==> config.mk <==
export PLATFORM = sky130hd
export DESIGN_NAME = etcc_timer
export DESIGN_NICKNAME = d
export VERILOG_FILES = /design/src/design/etcc_pkg.sv /design/src/design/etcc_edge_sync.sv /design/src/design/etcc_prescale.sv /design/src/design/etcc_timer.sv
export SDC_FILE = /design/constraint.sdc
export NUM_CORES = 1
export LEC_CHECK = 0
export ABC_AREA = 1
export BUFFER_PORTS_ARGS = -buffer_cell sky130_fd_sc_hd__buf_2
export CORE_ASPECT_RATIO = 0.9
export CORE_MARGIN = 2
export CORE_UTILIZATION = 39
export CTS_CLUSTER_DIAMETER = 80
export CTS_CLUSTER_SIZE = 14
export DETAILED_ROUTE_END_ITERATION = 7
export HOLD_SLACK_MARGIN = 0.05
export MAX_ROUTING_LAYER = met4
export PLACE_DENSITY = 0.54
export SYNTH_ARGS = -nofsm -noshare
export SYNTH_HDL_FRONTEND = slang
export SYNTH_SLANG_ARGS = --single-unit
==> constraint.sdc <==
create_clock -name core_clk -period 6 [get_ports core_clk]
set_input_delay 0.6 -clock core_clk [delete_from_list [all_inputs] [get_ports core_clk]]
set_output_delay 0.6 -clock core_clk [all_outputs]
set_load 0.03 [all_outputs]
==> src/design/etcc_pkg.sv <==
// shared constants for the event timer with capture/compare channels
package etcc_pkg;
    // ------------------------------------------------------------------
    // register byte offsets
    // ------------------------------------------------------------------
    localparam logic [7:0] OFS_COUNT = 8'h00;
    localparam logic [7:0] OFS_CTRL  = 8'h04;
    localparam logic [7:0] OFS_MODE  = 8'h08;
    localparam logic [7:0] OFS_EDGE  = 8'h0c;
    localparam logic [7:0] OFS_CC0   = 8'h10;
    localparam logic [7:0] OFS_CC3   = 8'h1c;
    // ------------------------------------------------------------------
    // timer_control_one fields
    // ------------------------------------------------------------------
    localparam int CTRL_CE    = 0;
    localparam int CTRL_EXT   = 1;
    localparam int CTRL_PRE1  = 2;
    localparam int CTRL_PRE2  = 3;
    localparam logic [4:0] CTRL_RESET = 5'h00;
    // ------------------------------------------------------------------
    // timer_unit_mode fields
    // ------------------------------------------------------------------
    localparam int MODE_OST   = 13;
    localparam int MODE_ECLR  = 12;
    localparam int MODE_TES   = 10;
    localparam int MODE_CES   = 8;
    localparam int MODE_CMS   = 4;
    localparam int MODE_IMS   = 0;
    localparam logic [15:0] MODE_RESET = 16'h0a00;
    localparam logic [15:0] MODE_WMASK = 16'h3fff;
    localparam logic [7:0]  EDGE_RESET = 8'h00;
    // ------------------------------------------------------------------
    // edge selection codes
    // ------------------------------------------------------------------
    localparam logic [1:0] EDG_FALL = 2'h0;
    localparam logic [1:0] EDG_RISE = 2'h1;
    localparam logic [1:0] EDG_NONE = 2'h2;
    localparam logic [1:0] EDG_BOTH = 2'h3;
    // ------------------------------------------------------------------
    // widths and prescaler
    // ------------------------------------------------------------------
    localparam int CNT_W   = 16;
    localparam int NUM_CH  = 4;
    localparam int PRE_W   = 6;
    localparam logic [15:0] CNT_MAX = 16'hffff;
    localparam logic [1:0] HTRANS_NONSEQ = 2'h2;
endpackage : etcc_pkg

==> src/design/etcc_edge_sync.sv <==
// two-flop synchroniser with rise and fall detection per input
`timescale 1ns/10ps
module etcc_edge_sync #(
    parameter int W = 6
) (
    input  wire logic         core_clk,
    input  wire logic         rst_b,
    input  wire logic [W-1:0] pin_in,
    output logic      [W-1:0] rise,
    output logic      [W-1:0] fall
);
    typedef struct packed {
        logic [W-1:0] s1;
        logic [W-1:0] s2;
        logic [W-1:0] s3;
    } etcc_sync_t;

    etcc_sync_t st;
    etcc_sync_t next_st;

    // ------------------------------------------------------------------
    // s1 feeds s2 only; edges seen between s2 and s3
    // ------------------------------------------------------------------
    always_comb
    begin
        next_st    = st;
        next_st.s1 = pin_in;
        next_st.s2 = st.s1;
        next_st.s3 = st.s2;
    end

    always_ff @(posedge core_clk or negedge rst_b)
    begin
        if (!rst_b)
        begin
            st <= '0;
        end
        else
        begin
            st <= next_st;
        end
    end

    assign rise = st.s2 & ~st.s3;
    assign fall = ~st.s2 & st.s3;
endmodule : etcc_edge_sync

==> src/design/etcc_prescale.sv <==
// two-stage prescaler giving six count rates from the bus clock
`timescale 1ns/10ps
module etcc_prescale (
    input  wire logic       core_clk,
    input  wire logic       rst_b,
    input  wire logic       clr,
    input  wire logic       pre1,
    input  wire logic [1:0] pre2,
    output logic            tick
);
    typedef struct packed {
        logic [etcc_pkg::PRE_W-1:0] cnt;
        logic                       tick;
    } etcc_pre_t;

    etcc_pre_t st;
    etcc_pre_t next_st;

    // ------------------------------------------------------------------
    // mask of 2^(1+pre1+2*pre2) - 1; code 3 of pre2 acts as code 2
    // ------------------------------------------------------------------
    function automatic logic [etcc_pkg::PRE_W-1:0] div_mask(input logic p1,
                                                            input logic [1:0] p2);
        logic [2:0] sh;
        sh = 3'h1 + {2'h0, p1} + ((p2 == 2'h0) ? 3'h0 : (p2 == 2'h1) ? 3'h2 : 3'h4);
        div_mask = ~({etcc_pkg::PRE_W{1'b1}} << sh);
    endfunction : div_mask

    always_comb
    begin
        next_st      = st;
        next_st.tick = 1'b0;
        if (clr)
        begin
            next_st.cnt = '0;
        end
        else
        begin
            next_st.cnt  = st.cnt + 6'h01;
            next_st.tick = ((st.cnt & div_mask(pre1, pre2)) == div_mask(pre1, pre2));
        end
    end

    always_ff @(posedge core_clk or negedge rst_b)
    begin
        if (!rst_b)
        begin
            st <= '0;
        end
        else
        begin
            st <= next_st;
        end
    end

    assign tick = st.tick;
endmodule : etcc_prescale

==> src/design/etcc_timer.sv <==
// 16-bit event timer with four capture/compare channels on ahb-lite
//
// The AHB-Lite register port and the placing of the registers were chosen for this implementation.
`timescale 1ns/10ps
module etcc_timer (
    input  wire logic        core_clk,
    input  wire logic        rst_b,
    input  wire logic        hsel,
    input  wire logic [31:0] haddr,
    input  wire logic [1:0]  htrans,
    input  wire logic        hwrite,
    input  wire logic [2:0]  hsize,
    input  wire logic [31:0] hwdata,
    input  wire logic        hready,
    output logic      [31:0] hrdata,
    output logic             hreadyout,
    output logic             hresp,
    input  wire logic        event_count_input,
    input  wire logic        external_clear_input,
    input  wire logic [3:0]  capture_trigger_input,
    output logic             overflow_irq,
    output logic      [3:0]  channel_match_irq,
    output logic             pulse_out_a,
    output logic             pulse_out_b
);
    typedef struct packed {
        logic [15:0]      count;
        logic [4:0]       ctrl;
        logic [15:0]      mode;
        logic [7:0]       edge_sel;
        logic [3:0][15:0] cc;
        logic             stopped;
        logic             ovf;
        logic [3:0]       ch_irq;
        logic             pa;
        logic             pb;
        logic             wr_pend;
        logic [7:0]       wr_addr;
        logic [31:0]      rdata;
    } etcc_state_t;

    etcc_state_t st;
    etcc_state_t next_st;

    logic [5:0] rise;
    logic [5:0] fall;
    logic       pre_tick;
    logic       pre_clr;
    logic       tick;
    logic       clr_trig;
    logic [3:0] cap_edge;
    logic       running;
    logic       addr_ok;

    // ------------------------------------------------------------------
    // edge selection shared by event, clear and capture inputs
    // ------------------------------------------------------------------
    function automatic logic edge_hit(input logic [1:0] sel, input logic r, input logic f);
        edge_hit = ((sel == etcc_pkg::EDG_RISE) && r) || ((sel == etcc_pkg::EDG_FALL) && f)
                   || ((sel == etcc_pkg::EDG_BOTH) && (r || f));
    endfunction : edge_hit

    // ------------------------------------------------------------------
    // input synchronisers and prescaler
    // ------------------------------------------------------------------
    etcc_edge_sync #(
        .W (6)
    ) u_sync (
        .core_clk (core_clk),
        .rst_b    (rst_b),
        .pin_in   ({capture_trigger_input, external_clear_input, event_count_input}),
        .rise     (rise),
        .fall     (fall)
    );

    etcc_prescale u_pre (
        .core_clk (core_clk),
        .rst_b    (rst_b),
        .clr      (pre_clr),
        .pre1     (st.ctrl[etcc_pkg::CTRL_PRE1]),
        .pre2     (st.ctrl[etcc_pkg::CTRL_PRE2 +: 2]),
        .tick     (pre_tick)
    );

    // ------------------------------------------------------------------
    // count source and triggers
    // ------------------------------------------------------------------
    always_comb
    begin
        clr_trig = st.mode[etcc_pkg::MODE_ECLR]
                   && edge_hit(st.mode[etcc_pkg::MODE_CES +: 2], rise[1], fall[1]);
        running  = st.ctrl[etcc_pkg::CTRL_CE] && !st.stopped;
        pre_clr  = clr_trig || !running;
        if (st.ctrl[etcc_pkg::CTRL_EXT])
        begin
            tick = running && edge_hit(st.mode[etcc_pkg::MODE_TES +: 2], rise[0], fall[0]);
        end
        else
        begin
            tick = running && pre_tick;
        end
        for (int i = 0; i < etcc_pkg::NUM_CH; i++)
        begin
            cap_edge[i] = edge_hit(st.edge_sel[2*i +: 2], rise[2+i], fall[2+i]);
        end
        addr_ok = hsel && htrans[1] && hready;
    end

    // ------------------------------------------------------------------
    // next state
    // ------------------------------------------------------------------
    always_comb
    begin
        logic [15:0] cnt_nxt;
        logic [7:0]  a;
        logic        wr_cc;
        cnt_nxt          = st.count;
        a                = haddr[7:0];
        wr_cc            = 1'b0;
        next_st          = st;
        next_st.ovf      = 1'b0;
        next_st.ch_irq   = '0;
        next_st.wr_pend  = 1'b0;
        // count update
        if (clr_trig)
        begin
            cnt_nxt                          = '0;
            next_st.stopped                  = 1'b0;
            next_st.ctrl[etcc_pkg::CTRL_CE]  = 1'b1;
        end
        else if (tick)
        begin
            cnt_nxt = st.count + 16'h0001;
            if (st.count == etcc_pkg::CNT_MAX)
            begin
                next_st.ovf     = 1'b1;
                next_st.stopped = st.mode[etcc_pkg::MODE_OST];
            end
        end
        next_st.count = cnt_nxt;
        // channels: capture or compare
        for (int i = 0; i < etcc_pkg::NUM_CH; i++)
        begin
            wr_cc = st.wr_pend && (st.wr_addr == etcc_pkg::OFS_CC0 + 8'(4 * i));
            if (!st.mode[etcc_pkg::MODE_CMS + i])
            begin
                next_st.ch_irq[i] = cap_edge[i];
                if (cap_edge[i] && !wr_cc)
                begin
                    next_st.cc[i] = st.count;
                end
            end
            else if (st.mode[etcc_pkg::MODE_IMS + i])
            begin
                next_st.ch_irq[i] = cap_edge[i];
            end
            else
            begin
                next_st.ch_irq[i] = tick && (cnt_nxt == st.cc[i]);
            end
            if (wr_cc)
            begin
                next_st.cc[i] = hwdata[15:0];
            end
        end
        // set/reset pulse outputs on compare match
        for (int i = 0; i < etcc_pkg::NUM_CH; i++)
        begin
            if (st.mode[etcc_pkg::MODE_CMS + i] && tick && (cnt_nxt == st.cc[i]))
            begin
                if (i < 2)
                begin
                    next_st.pa = (i == 0);
                end
                else
                begin
                    next_st.pb = (i == 2);
                end
            end
        end
        // register writes in the data phase
        if (st.wr_pend)
        begin
            unique case (st.wr_addr)
                etcc_pkg::OFS_CTRL:
                begin
                    next_st.ctrl = hwdata[4:0];
                    if (hwdata[etcc_pkg::CTRL_CE] && !next_st.ovf)
                    begin
                        next_st.stopped = 1'b0;
                    end
                end
                etcc_pkg::OFS_MODE:
                begin
                    next_st.mode = hwdata[15:0] & etcc_pkg::MODE_WMASK;
                end
                etcc_pkg::OFS_EDGE:
                begin
                    next_st.edge_sel = hwdata[7:0];
                end
                default:
                begin
                end
            endcase
        end
        // address phase: latch writes, prepare read data
        if (addr_ok)
        begin
            next_st.wr_pend = hwrite;
            next_st.wr_addr = a;
            next_st.rdata   = '0;
            if (!hwrite)
            begin
                unique case (a)
                    etcc_pkg::OFS_COUNT:
                    begin
                        if (hsize >= 3'h1)
                        begin
                            next_st.rdata = {16'h0000, st.count};
                        end
                    end
                    etcc_pkg::OFS_CTRL:  next_st.rdata = {27'h0, st.ctrl};
                    etcc_pkg::OFS_MODE:  next_st.rdata = {16'h0, st.mode};
                    etcc_pkg::OFS_EDGE:  next_st.rdata = {24'h0, st.edge_sel};
                    default:
                    begin
                        if (a >= etcc_pkg::OFS_CC0 && a <= etcc_pkg::OFS_CC3 && a[1:0] == 2'h0)
                        begin
                            next_st.rdata = {16'h0, st.cc[a[3:2]]};
                        end
                    end
                endcase
            end
        end
    end

    always_ff @(posedge core_clk or negedge rst_b)
    begin
        if (!rst_b)
        begin
            st          <= '0;
            st.ctrl     <= etcc_pkg::CTRL_RESET;
            st.mode     <= etcc_pkg::MODE_RESET;
            st.edge_sel <= etcc_pkg::EDGE_RESET;
        end
        else
        begin
            st <= next_st;
        end
    end

    // ------------------------------------------------------------------
    // outputs from flops; hreadyout tied to 1 and hresp tied to 0
    // ------------------------------------------------------------------
    assign hrdata            = st.rdata;
    assign hreadyout         = 1'b1 | st.wr_pend;
    assign hresp             = 1'b0 & st.wr_pend;
    assign overflow_irq      = st.ovf;
    assign channel_match_irq = st.ch_irq;
    assign pulse_out_a       = st.pa;
    assign pulse_out_b       = st.pb;
endmodule : etcc_timer

---- Yosys cells after proc, flatten, opt, wreduce, memory -nomap -nowiden ----
Index checks and enable logic that the tools add are counted.
W data, S select, Z words.
storage, ports and cells
  flip-flop bits (word level) ............. 181
  input bits .............................. 80
  output and inout port bits .............. 41
  logic and storage cells ................. 214
operators by class
  $add $sub $neg .......................... 4
  order comparisons ....................... 4
  equality and inequality tests ........... 33
  shift operators ......................... 1
  mux-type cells .......................... 50
  bitwise gates (word level) .............. 6
  reduce and logical (&&, ||, !) cells .... 94
operators with widths
  kind                     number
  $mux W16                 17
  $eq A16 B16 Y1           4
  $pmux W16 S4             1
  $logic_and A1 B1 Y1      47
  $mux W41                 1
  $bmux W16 S2             1
  $eq A8 B4 Y1 const B     4
  $eq A8 B5 Y1 const B     4
  $mux W32                 1
  $mux W25                 1
  $logic_or A1 B1 Y1       19
  $mux W1                  19
  $and A6 B6 Y6            3
  $not A6 Y6               3
  $add A16 B1 Y16 const B  1
  $eq A16 B16 Y1 const B   1
  $eq A8 B3 Y1 const B     2
  $logic_not A2 Y1         8
  $eq A2 B1 Y1 const B     7
  $mux W14                 1
  $reduce_and A2 Y1        7
  $eq A2 B2 Y1 const B     6
  $reduce_bool A2 Y1       5
  $ge A8 B5 Y1 const B     1
  other kinds (15)         28

---- Logic depth before layout (Yosys ltp) ----
  depth in word-level cells ............... 15
  depth in mapped cells ................... 20
  depth with buffers taken out ............ 19

---- By module ----
Synthesis repeated with hierarchy kept, for this count alone.
second synthesis, totals
  cell total of the unflattened synthesis .. 1397
  area, all modules ....................... 10278.6 um2
by module, submodules not included
  module          instances  cells each  area an instance (um2)
  etcc_timer      1          1297        9300.2
  etcc_edge_sync  1          42          540.5
  etcc_prescale   1          58          437.9

---- Worst setup path before layout ----
Ideal clock, no wire load.
  path type ............................... register -> register
  start ................................... register u_sync.st (netlist bit u_sync.next_st[0])
  end ..................................... register st (netlist bit pulse_out_b)
  library setup time ...................... 0.113 ns
  arrival ................................. 1.933 ns
  data required time ...................... 5.887 ns
  slack ................................... 3.954 ns
  stages on the path, launching flop included .. 20
  cell sequence ........................... dfrtp_1 inv_1 ha_1 nor2_2 nor2_2 nand2_4 nand2_2 nor2_4 buf_12 nand2_8 nand3_4 inv_2 nand2_2 nand2_2 nor2_2 nand2_1 nor2_1 nand3_1 nand2_1 inv_1
RTL lines
  element                 RTL line              RTL
  from (decl)             etcc_edge_sync.sv:18  etcc_sync_t st;
  from (signal assigned)  etcc_edge_sync.sv:40  st <= next_st;
  to (signal assigned)    etcc_timer.sv:248     st <= next_st;
  to (decl)               etcc_timer.sv:42      etcc_state_t st;

---- Worst setup path after layout ----
  start ................................... input port haddr[1]
  end ..................................... register st (netlist bit hrdata[0])
between the ends
  longest elaborated chain between the ends .. 6
  elaborated cells between the ends (all ways) .. 12
RTL lines
  element                                       RTL line           RTL
  from (decl)                                   etcc_timer.sv:9    input wire logic [31:0] haddr,
  $ge A8 B5 Y1 or $le A8 B5 Y1 (tied branches)  etcc_timer.sv:227  if (a >= etcc_pkg::OFS_CC0 && a <= etcc_pkg::OFS_CC3 && a[1:0] == 2'h0)
  $logic_and A1 B1 Y1 (2 in a row)              etcc_timer.sv:227
  $mux W16                                      etcc_timer.sv:227
  $pmux W16 S4 *                                etcc_timer.sv:214  unique case (a)
  $mux W32 *                                    etcc_timer.sv:212  if (!hwrite)
Mark *: on every way between the ends. The rest lies on a longest branch, timed or not.
A chain may end at the register's enable or synchronous reset.

==> metrics.md <==
| Metric | Value |
|---|---|
| Resized Gates After CTS | `0` |
| Clk_lat worst skew | `0.45 ns` |
| Placer Congestion | `0.9847` |
| Status | `complete, no violations` |
| RSZ-0062 raised after global routing | `false` |
| Post-route core utilization | `43.80%` |
| CTS tree | `yes` |
| First-pass GRT wire length | `61800 um` |
| Total GRT Usage | `30.61%` |
| Num CTS Buffers | `17` |
| Synth-to-layout area growth | `9.553%` |
| Final Routed Wirelength | `41210 um` |
| Switch share | `47.87%` |
| Die area | `28260 um2` |
| Setup TNS after final layout | `0 ns` |
| CP Capture Type | `flip-flop` |
| Worst IR drop on VDD | `209.3 uV` |
| Initial antenna violation count | `0` |
| Vias/cell | `5.776` |
| DIE HEIGHT | `159.7 um` |
| Worst-path clk slew | `0.07 ns` |
| Pleak | `5.891 nW` |
| Worst path required time | `6.34 ns` |
| 1st-iter DRT viols | `1307` |
| Yosys Warn Count | `0` |
| Combinational power share | `44.4%` |
| Final Hold Vio Count | `0` |
| Final worst path period need | `3.250 ns` |
| Row count | `56` |
| Post-Synthesis Cell Area | `10500 um2` |
| EDFF count, synth | `0` |
| I/O pin total | `121` |
| Synth Flop Type | `dfrtp_1` |
| IO buf count | `61` |
| Core Box Area | `26280 um2` |
| Synth cell types | `51` |
| Fin. max-slew vios | `0` |
| Critical path peak fanout | `14` |
| Fraction of layout cells with a size suffix above 1 | `11.26%` |
| CP Class | `in -> reg` |
| P_int | `2.782 mW` |
| # setup viols final | `0` |
| WL/cell | `23.06 um` |
| Post-DP HPWL | `29440 um` |
| Ant diodes | `0` |
| Worst rel slew slack | `27.50%` |
| Vias in the first global route | `9764` |
| Routed via count | `10320` |
| Cts hold-fix bufs | `0` |
| DRT Pass-1 Iters | `6` |
| Clock skew | `0.01150 ns` |
| Grt total ovfl | `0` |
| Async SR Flop Fraction | `100.0%` |
| Sw power | `2.555 mW` |
| Nets | `1524` |
| Yosys reg bits | `165` |
| Syn Area/Cell | `7.497 um2` |
| WP data arrival | `3.59 ns` |
| Pwr Total | `5.338 mW` |
| Mapped Cells | `1401` |
| CTS Sinks | `165` |
| Reg power frac | `34.1%` |
| Startpoint Class | `input port` |
| Setup Buffers After CTS | `0` |
| Crit share post-route | `54.17%` |
| Pre-CTS setup slack | `2.437 ns` |
| Number of H-tree levels | `4` |
| Setup ws final | `2.750 ns` |
| DRC errors left | `0` |
| Root Driver | `clkbuf_16` |
| Sequential element share of the synthesized area | `39.33%` |
| Maximum clock rate | `0.3077 GHz` |
| Worst Max-Slew Pin Slew | `1.084 ns` |
| Clock tree buffer depth | `2` |
| Max-cap violations | `0` |
| Die Wd | `177.0 um` |
| Clock network fraction of design power | `21.4%` |
| Pin count of the biggest net entering global routing | `97` |
| Routed Antenna Nets | `0` |
| Worst min path class | `in -> async` |
| Initial core utilization | `39.98%` |
| Power Density | `463.8 nW/um2` |
logic make-up (layout without fill, tap and decap cells):
family | count (synthesis) | after routing | share of synthesized area [%]
other | 2 | 18 | 0.07150
buffers and inverters | 274 | 296 | 11.70
DFF | 165 | 165 | 39.33
adders and majority gates | 18 | 18 | 2.144
AOI/OAI and AO/OA | 254 | 254 | 15.83
xor gates and xnor gates | 10 | 10 | 0.8338
and+or+nand+nor | 678 | 678 | 30.09
cell usage after synthesis (11+ instances only):
| cell | instances | share of area, % |
|---|---|---|
| a41oi_1 | 33 | 2.8 |
| o21ai_0 | 92 | 4.4 |
| buf_4 | 39 | 2.8 |
| ha_1 | 18 | 2.1 |
| inv_1 | 178 | 6.4 |
| nand2_4 | 11 | 1.2 |
| clkbuf_1 | 35 | 1.3 |
| dfrtp_1 | 163 | 39 |
| nand3_1 | 38 | 1.8 |
| nor3_1 | 26 | 1.2 |
| o22ai_1 | 69 | 4.1 |
| nand2_1 | 321 | 11 |
| nor2_1 | 167 | 6.0 |
| nand4_1 | 77 | 4.6 |
state kept, by name, indices dropped and copies added, names as in the netlist:
register	count
u_pre.tick	1
hrdata	16
pulse_out_b	1
u_sync.st	6
channel_match_irq	4
pulse_out_a	1
st	117
overflow_irq	1
u_sync.next_st	12
u_pre.st	6
cell type report:
type | count | area (um2)
Sequential cell | 165 | 4131
Clock buffer | 18 | 429.2
Fill cell | 2769 | 14770
Multi-Input combinational cell | 978 | 5206
Timing Repair Buffer | 79 | 446.7
Tap cell | 348 | 435.4
Clock inverter | 14 | 163.9
Inverter | 185 | 694.4
metrics by stage:
step                      cell area (um2)  hold slack, ns  instances
final                               11510          0.2386       1787
after global routing                11510          0.2353       1787
after CTS                           11510          0.2357       1787
after detailed placement            10910          0.3372       1755
after global placement              10910          0.3336       1755
after floorplan                     10560          0.3044       1417
path summary, 6_finish.rpt:
path,from,endpoint,slack [ns],depth (start not counted)
min reg2reg,u_sync.next_st[6]$_DFF_PN0_,u_sync.next_st[0]$_DFF_PN0_,0.35,0
max,haddr[1],hrdata[0]$_DFFE_PN0P_,2.75,8
min,rst_b,st[33]$_DFFE_PN0P_,0.24,1
max reg2reg,u_sync.next_st[1]$_DFF_PN0_,pulse_out_a$_DFFE_PN0P_,2.77,15
max in group asynchronous,rst_b,st[154]$_DFF_PN0_,4.24,2
min in group core_clk,capture_trigger_input[3],u_sync.next_st[11]$_DFF_PN0_,0.25,1
cells in the final DEF, fill, tap and decap left out, drive strengths merged:
cell type,count
nor4,2
a2111oi,3
a211oi,7
nand2,339
nand3,55
nor3b,2
o211ai,3
ha,18
o32ai,4
a31oi,2
nand3b,1
inv,188
a21oi,10
nor2,175
o221ai,1
a41oi,33
o21ai,93
nand4,77
conb,18
xnor2,4
a22oi,3
xor2,6
bufinv,2
o311ai,5
a221oi,9
clkinvlp,3
dfrtp,163
dfstp,2
clkbuf,18
o21bai,1
clkinv,6
o41ai,7
o22ai,69
a32o,4
nor3,26
buf,79
and3,1
worst max-delay path: stages:
cell,delay [ns]
buf_2,0.10
nor2_1,0.37
nand3_1,0.67
inv_1,0.58
nand2_1,0.50
a221oi_1,0.39
o211ai_1,0.14
a32o_1,0.23
power groups by stage:
stage / sequential [mW] / clock [mW] / combinational, mW
3_3_place_gp: 1.83 / 0 / 2.29
2_1_floorplan: 1.67 / 0 / 1.73
3_5_place_dp: 1.82 / 0 / 2.31
6_report: 1.82 / 1.14 / 2.37
4_1_cts: 1.81 / 1.16 / 2.32
5_1_grt: 1.86 / 1.21 / 2.62
per-layer routing:
layer	vias up	track usage [%]	routed length, um
met5	-	-	0
met3	96	6.167	3900
met2	540	44.02	17760
met1	4938	42.92	18180
li1	4747	-	-
met4	0	10.07	1371
(Power assumes the default switching activity.)
